**src/rtl/irq_delivery_regs.svh**
```systemverilog
// offsets, field positions, reset values and counts for interrupt delivery
`ifndef IRQ_DELIVERY_REGS_SVH
`define IRQ_DELIVERY_REGS_SVH

// ****************************************
// bus csr space (22-bit csr addresses)
// ****************************************
`define IRQ_REQ_ADDR 22'h280000
`define IRQ_VEC_BASE 22'h280040
`define IRQ_VEC_STRIDE 22'h000040
`define IRQ_BCAST_BASE 22'h380000
`define IRQ_BCAST_MASK 22'h380000

// ****************************************
// request write data fields
// ****************************************
`define IRQ_REQ_MASK_LSB 0
`define IRQ_REQ_LVL_LSB 4

// ****************************************
// local register port offsets
// ****************************************
`define IRQ_REG_TARGET 8'h00
`define IRQ_REG_BCAST 8'h04
`define IRQ_REG_QSTAT 8'h08
`define IRQ_REG_PEND 8'h0c
`define IRQ_REG_NONVEC 8'h10

// ****************************************
// sizes and reset values
// ****************************************
`define IRQ_LEVELS 4
`define IRQ_TARGETS 4
`define IRQ_CHAN_W 4
`define IRQ_VEC_W 16
`define IRQ_CNT_W 7
`define IRQ_MASK_RST 4'h0

`endif

```
**src/rtl/irq_delivery_pkg.sv**
```systemverilog
// types shared by the interrupt delivery files
package irq_delivery_pkg;
    // bus command cycle as observed or issued
    typedef struct packed {
        logic valid;
        logic write;
        logic [21:0] addr;
        logic [31:0] data;
    } bus_cmd_t;

    // adapter interrupt request
    typedef struct packed {
        logic valid;
        logic [1:0] level;
        logic [3:0] channel;
        logic [15:0] vector;
    } adapter_req_t;

    // one queued vector with its source channel
    typedef struct packed {
        logic [3:0] channel;
        logic [15:0] vector;
    } vec_entry_t;

    typedef enum logic [1:0] {
        POST_IDLE = 2'b00,
        POST_VEC = 2'b01,
        POST_BCAST = 2'b11
    } post_state_t;
endpackage

```
**src/rtl/irq_delivery_node.sv**
```systemverilog
// bus interrupt delivery: io port queues and posting, processor counters
`timescale 1ns/1ps
`include "irq_delivery_regs.svh"
module irq_delivery_node #(
    parameter int QUEUE_DEPTH = 4,
    parameter int CHANNELS = 16
) (
    // clock and reset
    input wire logic clk_i,
    input wire logic reset_n_i,
    // local register port
    input wire logic [7:0] reg_addr_i,
    input wire logic [31:0] reg_wdata_i,
    input wire logic reg_wr_i,
    input wire logic reg_rd_i,
    output logic [31:0] reg_rdata_o,
    // node identity
    input wire logic [3:0] node_id_i,
    // adapter requests
    input wire irq_delivery_pkg::adapter_req_t adp_req_i,
    output logic adp_accept_o,
    output logic adp_refuse_o,
    // bus snoop and response
    input wire irq_delivery_pkg::bus_cmd_t bus_cmd_i,
    output logic bus_confirm_o,
    output logic [31:0] bus_rdata_o,
    output logic bus_rdata_valid_o,
    // bus posting
    output irq_delivery_pkg::bus_cmd_t post_o,
    input wire logic post_gnt_i,
    // processor interrupt lines
    output logic [`IRQ_LEVELS-1:0] cpu_irq_o,
    output logic nonvec_irq_o
);
    localparam int L = `IRQ_LEVELS;
    localparam int CW = $clog2(QUEUE_DEPTH + 1);

    // queue depth bounds pending per level
    if (QUEUE_DEPTH < 1 || QUEUE_DEPTH > 4 || CHANNELS < 1 ||
        CHANNELS > (1 << `IRQ_CHAN_W)) begin : g_chk
        $error("unsupported queue depth or channel count");
    end

    // ****************************************
    // reset release
    // ****************************************
    logic rst_s1_q;
    logic rst_n;

    always_ff @(posedge clk_i or negedge reset_n_i) begin
        if (!reset_n_i) begin
            rst_s1_q <= 1'b0;
            rst_n <= 1'b0;
        end else begin
            rst_s1_q <= 1'b1;
            rst_n <= rst_s1_q;
        end
    end

    // ****************************************
    // bus decode
    // ****************************************
    logic req_wr;
    logic bcast_wr;
    logic [L-1:0] vec_hit;
    logic [1:0] req_lvl;
    logic [`IRQ_TARGETS-1:0] req_mask;
    logic eligible;
    logic targeted;

    assign req_wr = bus_cmd_i.valid && bus_cmd_i.write && (bus_cmd_i.addr == `IRQ_REQ_ADDR);
    assign bcast_wr = bus_cmd_i.valid && bus_cmd_i.write &&
        ((bus_cmd_i.addr & `IRQ_BCAST_MASK) == `IRQ_BCAST_BASE);
    assign req_lvl = bus_cmd_i.data[`IRQ_REQ_LVL_LSB +: 2];
    assign req_mask = bus_cmd_i.data[`IRQ_REQ_MASK_LSB +: `IRQ_TARGETS];
    // low node ids are target slots
    assign eligible = (node_id_i < 4'(`IRQ_TARGETS));
    assign targeted = eligible && req_mask[node_id_i[1:0]];

    // ****************************************
    // per-level queues and channel tracking
    // ****************************************
    irq_delivery_pkg::vec_entry_t head [L];
    logic [CW-1:0] qcnt [L];
    logic [L-1:0] push;
    logic [L-1:0] pop;
    logic [CHANNELS-1:0] chan_pend_q [L];
    logic [CW-1:0] unposted_q [L];
    logic [1:0] post_lvl_q;
    logic post_done;
    logic can_take;
    irq_delivery_pkg::vec_entry_t new_entry;

    assign new_entry.channel = adp_req_i.channel;
    assign new_entry.vector = adp_req_i.vector;
    assign can_take = !chan_pend_q[adp_req_i.level][adp_req_i.channel] &&
        (int'(adp_req_i.channel) < CHANNELS) && (qcnt[adp_req_i.level] != CW'(QUEUE_DEPTH));

    for (genvar l = 0; l < L; l++) begin : g_lvl
        assign vec_hit[l] = bus_cmd_i.valid && !bus_cmd_i.write &&
            (bus_cmd_i.addr == `IRQ_VEC_BASE + 22'(l) * `IRQ_VEC_STRIDE);
        assign push[l] = adp_req_i.valid && can_take && (adp_req_i.level == 2'(l));
        // a vector read services the head
        assign pop[l] = vec_hit[l] && (qcnt[l] != '0);

        vector_level_queue #(
            .DEPTH(QUEUE_DEPTH)
        ) u_queue (
            .clk_i(clk_i),
            .rst_n_i(rst_n),
            .push_i(push[l]),
            .push_data_i(new_entry),
            .pop_i(pop[l]),
            .head_o(head[l]),
            .count_o(qcnt[l])
        );

        // a channel frees when its vector is read
        always_ff @(posedge clk_i or negedge rst_n) begin
            if (!rst_n) begin
                chan_pend_q[l] <= '0;
            end else begin
                for (int c = 0; c < CHANNELS; c++) begin
                    if (push[l] && adp_req_i.channel == `IRQ_CHAN_W'(c)) begin
                        chan_pend_q[l][c] <= 1'b1;
                    end else if (pop[l] && head[l].channel == `IRQ_CHAN_W'(c)) begin
                        chan_pend_q[l][c] <= 1'b0;
                    end
                end
            end
        end

        // entries still waiting for their request write
        always_ff @(posedge clk_i or negedge rst_n) begin
            if (!rst_n) begin
                unposted_q[l] <= '0;
            end else begin
                unposted_q[l] <= unposted_q[l] + CW'(push[l])
                    - CW'((post_done && post_lvl_q == 2'(l) && unposted_q[l] != '0) ||
                          (pop[l] && unposted_q[l] == qcnt[l]));
            end
        end
    end

    // ****************************************
    // local registers
    // ****************************************
    logic [`IRQ_TARGETS-1:0] target_mask_q;
    logic [31:0] bcast_data_q;
    logic bcast_pend_q;
    logic nonvec_q;
    logic [L*`IRQ_CNT_W-1:0] pend_cnt;

    always_ff @(posedge clk_i or negedge rst_n) begin
        if (!rst_n) begin
            target_mask_q <= `IRQ_MASK_RST;
        end else if (reg_wr_i && reg_addr_i == `IRQ_REG_TARGET) begin
            target_mask_q <= reg_wdata_i[`IRQ_TARGETS-1:0];
        end
    end

    // non-vectored sticky flag: an arriving write beats the clear
    always_ff @(posedge clk_i or negedge rst_n) begin
        if (!rst_n) begin
            nonvec_q <= 1'b0;
        end else if (bcast_wr) begin
            nonvec_q <= 1'b1;
        end else if (reg_wr_i && reg_addr_i == `IRQ_REG_NONVEC && reg_wdata_i[0]) begin
            nonvec_q <= 1'b0;
        end
    end

    always_ff @(posedge clk_i or negedge rst_n) begin
        if (!rst_n) begin
            reg_rdata_o <= 32'h0;
        end else begin
            reg_rdata_o <= 32'h0;
            if (reg_rd_i) begin
                case (reg_addr_i)
                    `IRQ_REG_TARGET: reg_rdata_o <= 32'(target_mask_q);
                    `IRQ_REG_QSTAT: begin
                        for (int l = 0; l < L; l++) begin
                            reg_rdata_o[l*8 +: CW] <= qcnt[l];
                        end
                    end
                    `IRQ_REG_PEND: reg_rdata_o <= 32'(pend_cnt);
                    `IRQ_REG_NONVEC: reg_rdata_o <= {31'h0, nonvec_q};
                    default: reg_rdata_o <= 32'h0;
                endcase
            end
        end
    end

    // ****************************************
    // posting engine
    // ****************************************
    irq_delivery_pkg::post_state_t state_q;
    logic [L-1:0] want;
    logic [1:0] pick;

    assign post_done = (state_q == irq_delivery_pkg::POST_VEC) && post_gnt_i;

    always_comb begin
        pick = 2'h0;
        for (int l = 0; l < L; l++) begin
            want[l] = (unposted_q[l] != '0);
            if (want[l]) begin
                pick = 2'(l);
            end
        end
    end

    always_ff @(posedge clk_i or negedge rst_n) begin
        if (!rst_n) begin
            bcast_pend_q <= 1'b0;
            bcast_data_q <= 32'h0;
        end else if (reg_wr_i && reg_addr_i == `IRQ_REG_BCAST) begin
            bcast_pend_q <= 1'b1;
            bcast_data_q <= reg_wdata_i;
        end else if (state_q == irq_delivery_pkg::POST_BCAST && post_gnt_i) begin
            bcast_pend_q <= 1'b0;
        end
    end

    // highest level first; vectored beats broadcast
    always_ff @(posedge clk_i or negedge rst_n) begin
        if (!rst_n) begin
            state_q <= irq_delivery_pkg::POST_IDLE;
            post_lvl_q <= 2'h0;
            post_o <= '0;
        end else begin
            case (state_q)
                irq_delivery_pkg::POST_IDLE: begin
                    if (want != '0 && target_mask_q != '0) begin
                        state_q <= irq_delivery_pkg::POST_VEC;
                        post_lvl_q <= pick;
                        post_o.valid <= 1'b1;
                        post_o.write <= 1'b1;
                        post_o.addr <= `IRQ_REQ_ADDR;
                        post_o.data <= 32'({pick, target_mask_q});
                    end else if (bcast_pend_q) begin
                        state_q <= irq_delivery_pkg::POST_BCAST;
                        post_o.valid <= 1'b1;
                        post_o.write <= 1'b1;
                        post_o.addr <= `IRQ_BCAST_BASE;
                        post_o.data <= bcast_data_q;
                    end
                end
                irq_delivery_pkg::POST_VEC, irq_delivery_pkg::POST_BCAST: begin
                    if (post_gnt_i) begin
                        state_q <= irq_delivery_pkg::POST_IDLE;
                        post_o <= '0;
                    end
                end
                default: begin
                    state_q <= irq_delivery_pkg::POST_IDLE;
                    post_o <= '0;
                end
            endcase
        end
    end

    // ****************************************
    // bus response
    // ****************************************
    always_ff @(posedge clk_i or negedge rst_n) begin
        if (!rst_n) begin
            bus_confirm_o <= 1'b0;
            bus_rdata_o <= 32'h0;
            bus_rdata_valid_o <= 1'b0;
        end else begin
            bus_confirm_o <= (vec_hit != '0) || (req_wr && targeted) || bcast_wr;
            bus_rdata_valid_o <= (vec_hit != '0);
            bus_rdata_o <= 32'h0;
            for (int l = 0; l < L; l++) begin
                // first reader takes head; empty reads zero
                if (vec_hit[l] && qcnt[l] != '0) begin
                    bus_rdata_o <= 32'(head[l].vector);
                end
            end
        end
    end

    // ****************************************
    // processor-side counters
    // ****************************************
    logic [L-1:0] cnt_inc;
    // count request writes naming this node
    always_comb begin
        for (int l = 0; l < L; l++) begin
            cnt_inc[l] = req_wr && targeted && (req_lvl == 2'(l));
        end
    end

    pending_counter_bank #(
        .LEVELS(L),
        .CNT_W(`IRQ_CNT_W)
    ) u_counters (
        .clk_i(clk_i),
        .rst_n_i(rst_n),
        .inc_i(cnt_inc),
        .dec_i(vec_hit),
        .count_o(pend_cnt),
        .irq_o(cpu_irq_o)
    );

    // ****************************************
    // adapter handshake and non-vectored line
    // ****************************************
    always_ff @(posedge clk_i or negedge rst_n) begin
        if (!rst_n) begin
            adp_accept_o <= 1'b0;
            adp_refuse_o <= 1'b0;
            nonvec_irq_o <= 1'b0;
        end else begin
            adp_accept_o <= adp_req_i.valid && can_take;
            adp_refuse_o <= adp_req_i.valid && !can_take;
            nonvec_irq_o <= nonvec_q;
        end
    end
endmodule

```
**src/rtl/vector_level_queue.sv**
```systemverilog
// per-level vector queue holding accepted but unserviced vectors, posted or not
`timescale 1ns/1ps
module vector_level_queue #(
    parameter int DEPTH = 4
) (
    // clock and reset
    input wire logic clk_i,
    input wire logic rst_n_i,
    // push and pop
    input wire logic push_i,
    input wire irq_delivery_pkg::vec_entry_t push_data_i,
    input wire logic pop_i,
    // state
    output irq_delivery_pkg::vec_entry_t head_o,
    output logic [$clog2(DEPTH+1)-1:0] count_o
);
    localparam int AW = (DEPTH > 1) ? $clog2(DEPTH) : 1;
    localparam int CW = $clog2(DEPTH + 1);

    if (DEPTH < 1 || (DEPTH & (DEPTH - 1)) != 0) begin : g_chk
        $error("queue depth must be a power of two");
    end

    irq_delivery_pkg::vec_entry_t mem_q [DEPTH];
    logic [AW-1:0] wr_q;
    logic [AW-1:0] rd_q;
    logic [CW-1:0] cnt_q;
    logic do_push;
    logic do_pop;

    // full queue refuses; caller also checks
    assign do_push = push_i && (cnt_q != CW'(DEPTH));
    assign do_pop = pop_i && (cnt_q != '0);
    assign head_o = mem_q[rd_q];
    assign count_o = cnt_q;

    always_ff @(posedge clk_i) begin
        if (do_push) begin
            mem_q[wr_q] <= push_data_i;
        end
    end

    always_ff @(posedge clk_i or negedge rst_n_i) begin
        if (!rst_n_i) begin
            wr_q <= '0;
            rd_q <= '0;
            cnt_q <= '0;
        end else begin
            if (do_push) begin
                wr_q <= wr_q + AW'(1);
            end
            if (do_pop) begin
                rd_q <= rd_q + AW'(1);
            end
            if (do_push && !do_pop) begin
                cnt_q <= cnt_q + CW'(1);
            end else if (do_pop && !do_push) begin
                cnt_q <= cnt_q - CW'(1);
            end
        end
    end
endmodule

```
**src/rtl/pending_counter_bank.sv**
```systemverilog
// processor-side pending interrupt counters, one per level
`timescale 1ns/1ps
module pending_counter_bank #(
    parameter int LEVELS = 4,
    parameter int CNT_W = 7
) (
    // clock and reset
    input wire logic clk_i,
    input wire logic rst_n_i,
    // observed bus events
    input wire logic [LEVELS-1:0] inc_i,
    input wire logic [LEVELS-1:0] dec_i,
    // state
    output logic [LEVELS*CNT_W-1:0] count_o,
    output logic [LEVELS-1:0] irq_o
);
    if (LEVELS < 1 || CNT_W < 1) begin : g_chk
        $error("counter bank needs at least one level and one bit");
    end

    for (genvar l = 0; l < LEVELS; l++) begin : g_lvl
        logic [CNT_W-1:0] cnt_q;
        logic [CNT_W-1:0] cnt_d;
        logic irq_q;

        always_comb begin
            cnt_d = cnt_q;
            if (inc_i[l] && !dec_i[l] && cnt_q != '1) begin
                cnt_d = cnt_q + CNT_W'(1);
            end else if (dec_i[l] && !inc_i[l] && cnt_q != '0) begin
                cnt_d = cnt_q - CNT_W'(1);
            end
        end

        always_ff @(posedge clk_i or negedge rst_n_i) begin
            if (!rst_n_i) begin
                cnt_q <= '0;
                irq_q <= 1'b0;
            end else begin
                cnt_q <= cnt_d;
                irq_q <= (cnt_d != '0);
            end
        end

        assign count_o[l*CNT_W +: CNT_W] = cnt_q;
        assign irq_o[l] = irq_q;
    end
endmodule

```
**config.mk**
```make
export PLATFORM = sky130hd
export DESIGN_NAME = irq_delivery_node
export DESIGN_NICKNAME = d
export VERILOG_FILES = /design/src/rtl/irq_delivery_pkg.sv /design/src/rtl/irq_delivery_node.sv /design/src/rtl/vector_level_queue.sv /design/src/rtl/pending_counter_bank.sv
export VERILOG_INCLUDE_DIRS = /design/src /design/src/rtl
export SDC_FILE = /design/constraint.sdc
export NUM_CORES = 1
export LEC_CHECK = 0
export BUFFER_PORTS_ARGS = -buffer_cell sky130_fd_sc_hd__buf_2
export CORE_ASPECT_RATIO = 2
export CORE_MARGIN = 1
export CORE_UTILIZATION = 59
export DETAILED_ROUTE_END_ITERATION = 10
export GPL_TIMING_DRIVEN = 0
export HOLD_SLACK_MARGIN = 0.08
export PLACE_DENSITY = 0.8
export SYNTH_ARGS = -nofsm -noshare
export SYNTH_HDL_FRONTEND = slang
export SYNTH_HIERARCHICAL = 1
export SYNTH_SLANG_ARGS = --single-unit
```
**constraint.sdc**
```tcl
create_clock -name clk_i -period 8.8 [get_ports clk_i]
set_clock_uncertainty 0.05 [all_clocks]
set_input_delay 0.44 -clock clk_i [delete_from_list [all_inputs] [get_ports clk_i]]
set_output_delay 0.44 -clock clk_i [all_outputs]
set_load 0.01 [all_outputs]
```
Word-level counts from Yosys, hierarchy flattened
Memory sizes are Yosys's and may differ from the RTL's. Index checks and enable logic that the tools add are counted.

Register bits after elaboration: 305. Memory bits (writable): 320. Output and inout bits: 129. Memories kept: 4.

Add/subtract/negate cells: 32. Magnitude comparators: 4. Equal/unequal tests: 111. Mux-type cells: 190. Bitwise gates (word level): 1. Reduce and logical (&&, ||, !) cells: 331.

Memory list: g_lvl[0].u_queue.mem_q (depth 4, bits a word 20, read ports 1, clocked after memory_dff 0, write ports 1, line vector_level_queue.sv:24) `irq_delivery_pkg::vec_entry_t mem_q [DEPTH];`; g_lvl[1].u_queue.mem_q (depth 4, bits a word 20, read ports 1, clocked after memory_dff 0, write ports 1, line vector_level_queue.sv:24); g_lvl[2].u_queue.mem_q (depth 4, bits a word 20, read ports 1, clocked after memory_dff 0, write ports 1, line vector_level_queue.sv:24); g_lvl[3].u_queue.mem_q (depth 4, bits a word 20, read ports 1, clocked after memory_dff 0, write ports 1, line vector_level_queue.sv:24).

Operator list (count): $logic_and A1 B1 Y1 (204); $mux W56 (3); $eq A4 B4 Y1 const B (40); $mux W1 (144); $reduce_bool A2 Y1 (70); $mux W32 (4); $pmux W56 S2 (1); $eq A22 B22 Y1 const B (5); $eq A4 B3 Y1 const B (20); $mux W7 (8); $reduce_bool A7 Y1 (8); $mux W16 (3); $eq A4 B2 Y1 const B (10); $bmux W16 S2 (1); $mux W3 (10); $add A7 B1 Y7 const B (4); $ne A7 B7 Y1 const B (4); $sub A7 B1 Y7 const B (4); $reduce_bool A3 Y1 (8); $eq A4 B1 Y1 const B (5); $logic_not A4 Y1 (5); $logic_not A1 Y1 (19); $ne A3 B3 Y1 const B (6); $pmux W3 S2 (3); 32 further kinds (80).

Depth between registers and ports, before layout
Gate-level depths: netlist of the first run.

Word-level depth: 15. Depth in mapped cells: 16. Gate-level depth less buffers: 13.

Cells and area by module
The synthesis of the first run kept the hierarchy.

Modules (own cells, without submodules): vector_level_queue (instances 4, cells an instance 138, area an instance 3295.7 um^2, seq. area each 2577.5 um^2); irq_delivery_node (instances 1, cells an instance 916, area an instance 9841.9 um^2, seq. area each 5029.8 um^2); pending_counter_bank (instances 1, cells an instance 244, area an instance 2238.4 um^2, seq. area each 800.8 um^2).

Worst setup path before layout of the first run
OpenSTA, ideal clock, no wires.

Path type: input to register. Start point: in bus_cmd_i[35] in the netlist's numbering. End point: reg u_counters.g_lvl[0].irq_q. Data arrival time: 3.347 ns. Data required time: 8.611 ns. Path slack: 5.265 ns. Cell stages on the path: 12. Path buffers: 1. Cells stage by stage: nor3_1 nand4_4 nor2_1 nand4_1 nor3_1 clkbuf_1 nor2b_1 a21boi_1 nand3_1 a22o_1 or3_1 or4_1.

Longest elaborated chain between the ends: 10. Elaborated cells on any way between the ends: 15. Classes of those cells: eq/ne (2); mux (2); reduce/logical (11).

Ends and longest elaborated chain: start, declared (line irq_delivery_node.sv:24) `input wire irq_delivery_pkg::bus_cmd_t bus_cmd_i,`; $eq A22 B22 Y1 (no source line) *; $logic_and A1 B1 Y1 * (line irq_delivery_node.sv:71) `` assign req_wr = bus_cmd_i.valid && bus_cmd_i.write && (bus_cmd_i.addr == `IRQ_REQ_ADDR); ``; $logic_and A1 B1 Y1 * (2 in a row) (line irq_delivery_node.sv:291) `cnt_inc[l] = req_wr && targeted && (req_lvl == 2'(l));`; named net cnt_inc[0] (line irq_delivery_node.sv:287) `logic [L-1:0] cnt_inc;`; $logic_not A1 Y1 (line pending_counter_bank.sv:30) `end else if (dec_i[l] && !inc_i[l] && cnt_q != '0) begin`; $logic_and A1 B1 Y1 (2 in a row) (line pending_counter_bank.sv:30); $mux W7 (line pending_counter_bank.sv:30); $mux W7 * (line pending_counter_bank.sv:28) `if (inc_i[l] && !dec_i[l] && cnt_q != '1) begin`; named net u_counters.g_lvl[0].cnt_d[2] (line pending_counter_bank.sv:23) `logic [CNT_W-1:0] cnt_d;`; $reduce_bool A7 Y1 * (line pending_counter_bank.sv:41) `irq_q <= (cnt_d != '0);`; end signal, assigned (line pending_counter_bank.sv:41); end, declared (line pending_counter_bank.sv:24) `logic irq_q;`.

The timed path passes the listed nets; every way through them passes the cells marked *. A chain may end at the register's enable or synchronous reset.

Worst setup path in the final report of the first run
Start point: reg g_lvl[2].u_queue.cnt_q[0]. End point: mem g_lvl[2].u_queue/mem_q[2][2] in the netlist's numbering (enable).

Longest elaborated chain between the ends: 10. Elaborated cells on any way between the ends: 11. Classes of those cells: eq/ne (2); mux (5); reduce/logical (4).

Ends and longest elaborated chain: start, declared (line vector_level_queue.sv:27) `logic [CW-1:0] cnt_q;`; start signal, assigned (line vector_level_queue.sv:56) `cnt_q <= cnt_q + CW'(1);`; start signal, assigned (line vector_level_queue.sv:58) `cnt_q <= cnt_q - CW'(1);`; $bmux W3 S2 (line irq_delivery_node.sv:97) `(int'(adp_req_i.channel) < CHANNELS) && (qcnt[adp_req_i.level] != CW'(QUEUE_DEPTH));`; $mux W3 (implied by the code) (2 in a row) (line irq_delivery_node.sv:97); $ne A3 B3 Y1 (line irq_delivery_node.sv:97); $logic_and A1 B1 Y1 (line irq_delivery_node.sv:97); $logic_and A1 B1 Y1 (2 in a row) (line irq_delivery_node.sv:102) `assign push[l] = adp_req_i.valid && can_take && (adp_req_i.level == 2'(l));`; named net push[2] (line irq_delivery_node.sv:85) `logic [L-1:0] push;`; $logic_and A1 B1 Y1 (line vector_level_queue.sv:32) `assign do_push = push_i && (cnt_q != CW'(DEPTH));`; named net g_lvl[2].u_queue.do_push (line vector_level_queue.sv:28) `logic do_push;`; $mux W1 (line vector_level_queue.sv:38) `if (do_push) begin`; $mux W1 (implied by the code) (line vector_level_queue.sv:39) `mem_q[wr_q] <= push_data_i;`; end, declared (line vector_level_queue.sv:24).

The timed path passes the listed nets, and every way through them passes these cells. The select of a mux whose other input is x is not followed.

==> summary.txt, run 1 <==
Yosys
  • Gate Count Post-Synth: 1712
  • Post-synthesis mux area share: 11.0%
  • Post-Synth Adder-Cell Area: 2.62%
  • Synth Warn #: 6
  • Synth Area in Simple Gates: slightly above 8%
  • Cell variety after synth: 80
  • Sequential fraction of the synthesis area: 63.9%
  • Yosys reg bits: 581
  • Mean Syn Cell Area: 14.8 sq um
  • Largest family of logic cells by synthesized area: multiplexers
  • Post-synth EDFFs: 320
  • Post-Synthesis Cell Area: 25300 sq um
  • FFs w/ async S/R, synth: 44.9%
  • Xor and xnor area share after synthesis: under 10%
  • Ys flop type: edfxtp_1
  • Compound-Gate Fraction of Synth Area: 8.53%

Global route
  • Largest net degree at the start of global routing: 70
  • Number of global-route vias before repair: 17100
  • First-pass GRT wire length: 98700 um
  • Initial antenna violation count: 2
  • Grt ovf: 0
  • Global-route usage over all layers: 30.9%

Hold path
  • Hold depth: 2
  • Worst Min Path Start: bus_cmd_i[54]
  • Hold Path Sink: bus_rdata_valid_o$_DFF_PN0_
  • Hold Crit Class: input port to flop

STA
  • Post-route minimum period: 4.58 ns
  • Worst-margin pin slew: 1.35 ns
  • RSZ-0062 raised after global routing: false
  • Max Clk Rate: ~0.22 GHz
  • Pins over their slew limit: 0
  • Rel. slew slack: 10.2%
  • Sum Neg Setup Slack: 0 ns
  • Final hold viol count: 0
  • Final setup viols: 0
  • Fin crit share: 52.1%

Run status
  • Status: finished, final reports clean

Worst setup path
  • CP arrival: 4.73 ns
  • CP endpoint kind: flop
  • R2r endpoint: g_lvl[2].u_queue/mem_q[2][2]$_DFFE_PP_
  • Reg2reg start: g_lvl[2].u_queue/count_o[0]$_DFFE_PN0P_
  • FF-to-FF setup slack: 4.22 ns
  • Req. time, crit path: 8.94 ns
  • Crit path kind: flop to flop
  • Crit Path Max Fanout: 20
  • Worst reg2reg path depth: 9
  • Type of origin of the critical path: flop

Finish
  • Ratio of cells with drive above 1 in the final layout: 24.6%
  • Area delta synth->final: 15.1%
  • Fill count: 2778
  • Design Area, Final: roughly 29000 sq um
  • Nets: roughly 2200

Clock tree
  • CTS tree: built
  • Total CTS buffers: 48
  • H-tree depth: 2
  • CTS Sinks: 581
  • Clock Latency Late Sink: 0.60 ns
  • # Post-CTS Setup Buffers: 0
  • Clock Pin Slew Worst Setup and Hold Paths: around 0.070 ns
  • Maximum clock insertion buffer count: 3
  • Clock root cell: clkbuf_16

Flow run
  • Max-cap violations: 0

Die
  • Core area: 42000 sq um
  • Die W: 148 um
  • Site row count: 106
  • Full die area: about 44000 sq um
  • Initial Utilization: 60.1%
  • Die height: 295 um
  • Top Ports: 257

Detailed routing
  • Routed WL per cell: ~25 um
  • Routed Antenna Nets: 0
  • 1st-iter DRT viols: 1219
  • Post-Route WL: about 65000 um
  • Mean number of vias per cell: ~6.2
  • First-pass detailed-route iteration total: 6
  • Via count: 16200
  • Drt drc: 0

Power and ir drop
  • Total chip power: 0.00630 W
  • Switching part of the total: a little over a quarter
  • Share of power burned in the clock network: 34.2%
  • Maximum vdd ir drop: 213 uV
  • Sw Pwr: 0.00168 W
  • Pint: between 0.004 and 0.005 W
  • Gate power share: 13.1%
  • Reg power frac: 52.7%
  • Power density cells: approximately 220 nW/um^2
  • Leak: 11.7 nW

Placed design
  • Detail Placement HPWL: ~45000 um
  • Port Buf Inserts: between 150 and 200
  • Gpl congestion: roughly 0.94
  • Post-DP Area: 27100 sq um
## power by group through the flow
stage               sequential [W]  clock (W)  combinational, W
finish                     0.00332    0.00216          0.000824
global route               0.00334    0.00228          0.000917
global placement           0.00337          0          0.000723
detailed placement         0.00337          0          0.000799
CTS                        0.00331    0.00218          0.000826
floorplan                  0.00331          0          0.000537
## flip-flops by register name, indices dropped and copies added, names as in the netlist
register                flops
target_mask_q               4
bus_confirm_o               1
g_lvl.u_queue/mem_q       320
u_counters/g_lvl.cnt_q     28
g_lvl.u_queue/count_o      12
rst_s1_q                    1
unposted_q                 12
g_lvl.u_queue/rd_q          8
bus_rdata_o                16
bcast_data_q               32
state_q                     1
g_lvl.u_queue/wr_q          8
chan_pend_q                64
bus_rdata_valid_o           1
nonvec_irq_o                1
nonvec_q                    1
adp_refuse_o                1
bcast_pend_q                1
reg_rdata_o                28
post_o                     33
u_counters/g_lvl.irq_q      4
adp_accept_o                1
rst_n                       1
post_lvl_q                  2
## layout make-up
type | count | area (sq um) | share of cell area [%]
multi-input cells | 1005 | 8360 | 28.7
clock inverters | 19 | 183 | 0.628
repair buffers | 230 | 1420 | 4.89
clock buffers | 69 | 1400 | 4.80
inverters | 48 | 181 | 0.624
well taps | 540 | 676 | 2.32
plain buffers | 116 | 721 | 2.48
flip-flops and latches | 581 | 16100 | 55.5
diodes | 2 | 5.00 | 0.0172
## cell usage after synthesis, types with 9 or more instances
| cell | count | area (sq um) |
|---|---|---|
| edfxtp_1 | 320 | 9610 |
| dfrtp_1 | 261 | 6530 |
| o21ai_0 | 142 | 711 |
| nand2_1 | 78 | 293 |
| mux4_2 | 75 | 1690 |
| xnor2_1 | 52 | 455 |
| nor2_1 | 51 | 191 |
| buf_4 | 50 | 375 |
| mux2_2 | 50 | 563 |
| inv_1 | 46 | 173 |
| ha_1 | 40 | 500 |
| and2_1 | 38 | 238 |
| a22o_1 | 37 | 324 |
| clkbuf_1 | 32 | 120 |
| mux2i_1 | 31 | 310 |
| nand4_1 | 30 | 188 |
| o31ai_1 | 27 | 203 |
| buf_2 | 24 | 120 |
| nand3_1 | 23 | 115 |
| a22oi_1 | 20 | 150 |
| nand2b_1 | 20 | 125 |
| nor3_1 | 20 | 100 |
| a221oi_1 | 17 | 149 |
| and3_1 | 17 | 106 |
| nor2b_1 | 14 | 87.6 |
| o21ai_1 | 13 | 65.1 |
| xor2_1 | 13 | 114 |
| a21oi_1 | 12 | 60.1 |
| nand3b_1 | 12 | 90.1 |
| buf_6 | 9 | 101 |
| nor4_1 | 9 | 56.3 |
## worst max-delay path by stage
stage	cells past startpoint	endpoint	slack (ns)	startpoint
final	9	g_lvl[2].u_queue/mem_q[2][2]$_DFFE_PP_	4.22	g_lvl[2].u_queue/count_o[0]$_DFFE_PN0P_
after global routing	9	g_lvl[2].u_queue/mem_q[2][2]$_DFFE_PP_	4.03	g_lvl[2].u_queue/count_o[0]$_DFFE_PN0P_
after CTS	9	g_lvl[2].u_queue/mem_q[2][2]$_DFFE_PP_	4.17	g_lvl[2].u_queue/count_o[0]$_DFFE_PN0P_
after detailed placement	10	g_lvl[2].u_queue/mem_q[2][4]$_DFFE_PP_	3.65	adp_req_i[17]
after global placement	0	post_o[6]$_DFFE_PN0P_	-1.99	rst_n$_DFF_PN0_
after floorplan	0	adp_accept_o$_DFF_PN0_	0.94	rst_n$_DFF_PN0_
## what timing repair did
action,in CTS,in global routing
gates resized for setup,0,0
hold endpoints to repair,42,0
hold buffers,36,0
## layer usage
layer	wire, um	global-route usage, %
met1	21000	31.3
met2	35500	57.0
met3	3520	3.72
met4	5400	23.2
met5	0	0
## cell usage in the layout (no fill, tap or decap), drive strengths merged, types with 23 or more instances in the layout
| cell type | instances |
|---|---|
| o31ai | 27 |
| mux2 | 50 |
| a22o | 37 |
| and2 | 38 |
| nand4 | 31 |
| dfrtp | 261 |
| nand2 | 78 |
| nor2 | 51 |
| edfxtp | 320 |
| dlygate4sd3 | 36 |
| conb | 40 |
| ha | 40 |
| buf | 278 |
| clkbuf | 101 |
| inv | 47 |
| o21ai | 155 |
| xnor2 | 52 |
| nand3 | 23 |
| mux2i | 31 |
| mux4 | 83 |
## worst max-delay path, stage by stage (launching register included)
cell and delay, ns:
dfrtp_1 0.68, nor2_1 0.10, a311o_1 0.37, a32oi_1 0.17
nand4_1 0.27, buf_2 0.29, nand2b_1 0.36, nor2_1 0.39
a21boi_2 0.37, and2_1 1.08
## metrics by stage
step	setup WS (ns)	utilization (%)	hold slack, ns	instances
after floorplan	0.938	-	0.0944	1750
after global routing	4.03	69.2	0.0983	2610
after CTS	4.17	69.2	0.0831	2608
after global placement	-1.99	64.3	0.175	2480
final	4.22	69.2	0.0966	2610
after detailed placement	3.65	64.6	0.0587	2484
## cells by family after synthesis
logic type                 after synthesis
adders and majority gates               48
DFF                                    581
muxes                                  164
buffers and inverters                  164
AOI/OAI and AO/OA                      323
and+or+nand+nor                        365
other                                    2
xor gates and xnor gates                65
Power figures use the tool's default switching activity.
==> inputs of run 2 (changes only) <==
--- a/config.mk
+++ b/config.mk
@@ -6,10 +6,11 @@
 export SDC_FILE = /design/constraint.sdc
 export NUM_CORES = 1
 export LEC_CHECK = 0
+export ABC_AREA = 1
 export BUFFER_PORTS_ARGS = -buffer_cell sky130_fd_sc_hd__buf_2
 export CORE_ASPECT_RATIO = 2
 export CORE_MARGIN = 1
-export CORE_UTILIZATION = 59
+export CORE_UTILIZATION = 60
 export DETAILED_ROUTE_END_ITERATION = 10
 export GPL_TIMING_DRIVEN = 0
 export HOLD_SLACK_MARGIN = 0.08
==> constraint.sdc (replaced) <==
create_clock -name clk_i -period 4.8 [get_ports clk_i]
set_clock_uncertainty 0.05 [all_clocks]
set_input_delay 0.24 -clock clk_i [delete_from_list [all_inputs] [get_ports clk_i]]
set_output_delay 0.24 -clock clk_i [all_outputs]
set_load 0.01 [all_outputs]
==> summary.txt, run 2 <==
Hold path
  • Hold Crit Class: input port to flop

Placed design
  • Gpl congestion: 1.05 (+12%)
  • DP Worst Slack: -0.00468 ns (-3.65 ns)
  • Detail Placement HPWL: 60000 um (+32%)
  • Total placed cells including tap cells: 3879 (+56%)
  • Port Buf Inserts: 186 (-2.1%)

STA
  • Post-route minimum period: about 4.5 ns
  • RSZ-0062 raised after global routing: false
  • Final setup viols: 0 (unchanged)
  • Worst-margin pin slew: 1.32 ns (-0.0229 ns)
  • Max Clk Rate: about 0.22 GHz
  • Worst setup margin: 0.302 ns (-3.91 ns)
  • Final hold viol count: 0 (unchanged)
  • Fin crit share: 93.7%
  • Rel. slew slack: 11.3% (+1.0 points)
  • Pins over their slew limit: 0 (unchanged)

Yosys
  • Gate Count Post-Synth: 3008 (+76%)
  • Synth Warn #: 6 (unchanged)
  • Synth area leader: edfxtp_1
  • Ys flop type: edfxtp_1
  • Cell variety after synth: 56 (-30%)
  • Dominant cells by area after synthesis: edfxtp_1 (34%), dfrtp_1 (23%), nand2_1 (12%)
  • Post-synth top cells: nand2_1 (864), inv_1 (425), edfxtp_1 (320), dfrtp_1 (261), nor2_1 (217)
  • FFs w/ async S/R, synth: 44.9% (unchanged)
  • Post-synth EDFFs: 320 (unchanged)
  • Top cell type's share of synthesized area: 34.1% (-3.9 points)
  • Sequential fraction of the synthesis area: 57.3% (-6.6 points)
  • Yosys reg bits: 581 (unchanged)
  • Mean Syn Cell Area: 9.36 sq um (-37%)
  • Count leader, synth: nand2_1
  • Post-Synthesis Cell Area: 28200 sq um (+11%)

Clock tree
  • Total CTS buffers: 50 (+4.2%)
  • Clock root cell: clkbuf_16
  • H-tree depth: 2 (unchanged)
  • Clock Pin Slew Worst Setup and Hold Paths: 0.07 ns (about the same)
  • Maximum clock insertion buffer count: 3 (unchanged)
  • CTS tree: built
  • CTS Sinks: 581 (unchanged)
  • # Post-CTS Setup Buffers: 0 (unchanged)
  • Clock Latency Late Sink: 0.61 ns (about the same)

Worst setup path
  • Req. time, crit path: 5.28 ns (-3.66 ns)
  • Worst path most repeated cell: nand2_1
  • Crit path kind: input port to flop
  • Type of origin of the critical path: input port
  • CP endpoint kind: flop
  • FF-to-FF setup slack: 0.55 ns (-3.67 ns)
  • Worst path slowest cell: dlygate4sd3_1
  • Buffers & Inverters on Critical Path: 6 (+5)
  • Kind of cell adding the most delay to the critical path: simple AND/OR/NAND/NOR gates
  • CP Cell Sequence: dlygate4sd3_1, buf_2, nor2_2, o21ai_0, o2111ai_1, nand3_1, nor2_2, buf_4, nand2_1, nor3_2, nand2_1, inv_1, ha_1, inv_1, fa_1, inv_1, nand2_1, nand3_1, nand2_1, nand2_1
  • CP arrival: 4.98 ns (+0.25 ns)
  • Max stage delay on crit path: 0.55 ns (-0.53 ns)
  • Crit Path Max Fanout: 10 (-50%)

Run status
  • Status: finished, final reports clean

Detailed routing
  • Post-Route WL: 82300 um (+26%)
  • Via count: 22600 (+40%)
  • Routed WL per cell: 20.4 um (-19%)
  • Drt drc: 0 (unchanged)
  • Mean number of vias per cell: 5.60 (-9.6%)
  • 1st-iter DRT viols: 1713 (+41%)
  • First-pass detailed-route iteration total: 6 (unchanged)
  • Routed Antenna Nets: 0 (unchanged)

Finish
  • Highest-count cells in the layout ignoring fill and taps: nand2_1 (864), inv_1 (425), edfxtp_1 (320)
  • Number of flip-flops in the largest register: 320 (unchanged)
  • Largest regs: g_lvl.u_queue/mem_q: 320 flops, chan_pend_q: 64 flops, post_o: 33 flops
  • Fill count: 3445 (+24%)
  • Nets: 3550 (+61%)
  • Area delta synth->final: 17.1%
  • Commonest non-fill, non-tap cell in the layout: nand2_1
  • Fin cells: 4041 (+55%)
  • Reg with most FFs: g_lvl.u_queue/mem_q
  • Diodes inserted: 0 (-2)
  • Ratio of cells with drive above 1 in the final layout: 15.6% (-9.1 points)

Power and ir drop
  • Maximum vdd ir drop: 389 uV (+83%)
  • Power density cells: 391 nW/um^2 (+80%)
  • Leak: 15.8 nW (+35%)

Die
  • Initial Utilization: 60.5% (+0.45 points)
  • Top Ports: 257 (unchanged)
  • Die W: 155 um (+4.6%)
  • Die height: 308 um (+4.7%)
  • Core area: 46500 sq um (+11%)
  • Full die area: 47900 sq um (+9.5%)
  • Site row count: 112 (+5.7%)

Global route
  • First-pass GRT wire length: 125000 um (+27%)
  • Largest net degree at the start of global routing: 75 (+7.1%)
  • Global-route usage over all layers: 35.0% (+4.2 points)
  • Grt ovf: 0 (unchanged)
  • Initial antenna violation count: 0 (-2)
  • Number of global-route vias before repair: 23400 (+37%)

Flow run
  • Max-cap violations: 0 (unchanged)
## run 2: cell types whose count changed after synthesis, sizes merged, moves of 48 or more
cell	before	now
nand2	78	880
inv	47	444
nor2	51	238
o211ai	0	162
nand4	31	139
nand3	23	120
mux4	83	0
mux2	50	2
## run 2: path summary, 6_finish.rpt
check                                                         from                                 endpoint  cells after the start
min reg2reg                                        rst_n$_DFF_PN0_                bus_rdata_o[11]$_DFF_PN0_                      0
min                                                  adp_req_i[20]              chan_pend_q[60]$_DFFE_PN0P_                      4
max in group asynchronous                          rst_n$_DFF_PN0_      u_counters/g_lvl[1].irq_q$_DFF_PN0_                      2
max                                                  adp_req_i[21]  g_lvl[2].u_queue/count_o[2]$_DFFE_PN0P_                     20
max reg2reg                g_lvl[1].u_queue/count_o[0]$_DFFE_PN0P_  g_lvl[2].u_queue/count_o[2]$_DFFE_PN0P_                     19
min in group asynchronous                          rst_n$_DFF_PN0_                bus_rdata_o[11]$_DFF_PN0_                      0
## run 2: repair_timing
action,in CTS,in global routing
hold buffers,70,0
gates resized for setup,0,3
hold endpoints to repair,334,0
setup endpoints to repair,0,89
## run 2: kinds of logic (layout without fill, tap and decap cells)
kind of cell	count (synthesis)	in the layout	share of synthesized area [%]
compound gates	336	336	7.96
xor+xnor	20	20	0.622
fa+ha+maj	48	48	2.35
buf+inv	606	974	9.88
flops	581	581	57.3
mux	2	2	0.0800
other cells	2	40	0.0267
simple gates	1413	1413	21.8
## run 2: where the power goes
group	total (W)	internal [W]	leakage, nW	switching [W]
combinational	0.00220	0.000771	8.75	0.00142
sequential	0.00622	0.00578	6.17	0.000438
clock	0.00447	0.00256	0.876	0.00191
total	0.0129	0.00912	15.8	0.00377
## run 2: layer usage
layer | vias up | track usage, % | routed length [um]
met1 | 10700 | 32.4 | 25800
li1 | 10600 | - | -
met3 | 386 | 5.40 | 4820
met2 | 1045 | 64.2 | 42800
met5 | - | 0 | 0
met4 | 0 | 33.4 | 8790
## run 2: layout make-up
type,instances,area (sq um),area share [%]
well taps,627,785,2.38
flip-flops and latches,581,16100,48.9
plain buffers,158,1100,3.34
clock buffers,57,1340,4.05
inverters,448,1680,5.10
clock inverters,35,485,1.47
multi-input cells,1859,9440,28.6
repair buffers,276,2020,6.12
## run 2: worst register-to-register path, stage by stage (launching register included)
cell and delay, ns:
dfrtp_1 0.52, inv_1 0.13, nand2_1 0.11, o21ai_0 0.15
o2111ai_1 0.35, nand3_1 0.17, nor2_2 0.17, buf_4 0.20
nand2_1 0.23, nor3_2 0.54, nand2_1 0.35, inv_1 0.17
ha_1 0.19, inv_1 0.07, fa_1 0.38, inv_1 0.08
nand2_1 0.07, nand3_1 0.08, nand2_1 0.07, nand2_1 0.11
## run 2: per-stage QoR
stage,power (W),hold WS (ns),instance area [sq um],utilization (%),TNS [ns]
3_5_place_dp,0.00841,-0.0221,30500,65.5,-0.00468
4_1_cts,0.0129,0.0814,33000,70.9,0
2_1_floorplan,0.00751,-0.106,28300,-,0
6_report,0.0129,0.0903,33000,70.9,0
5_1_grt,0.0134,0.0907,33000,70.9,0
3_3_place_gp,0.00818,-0.0255,30000,64.5,-409.59
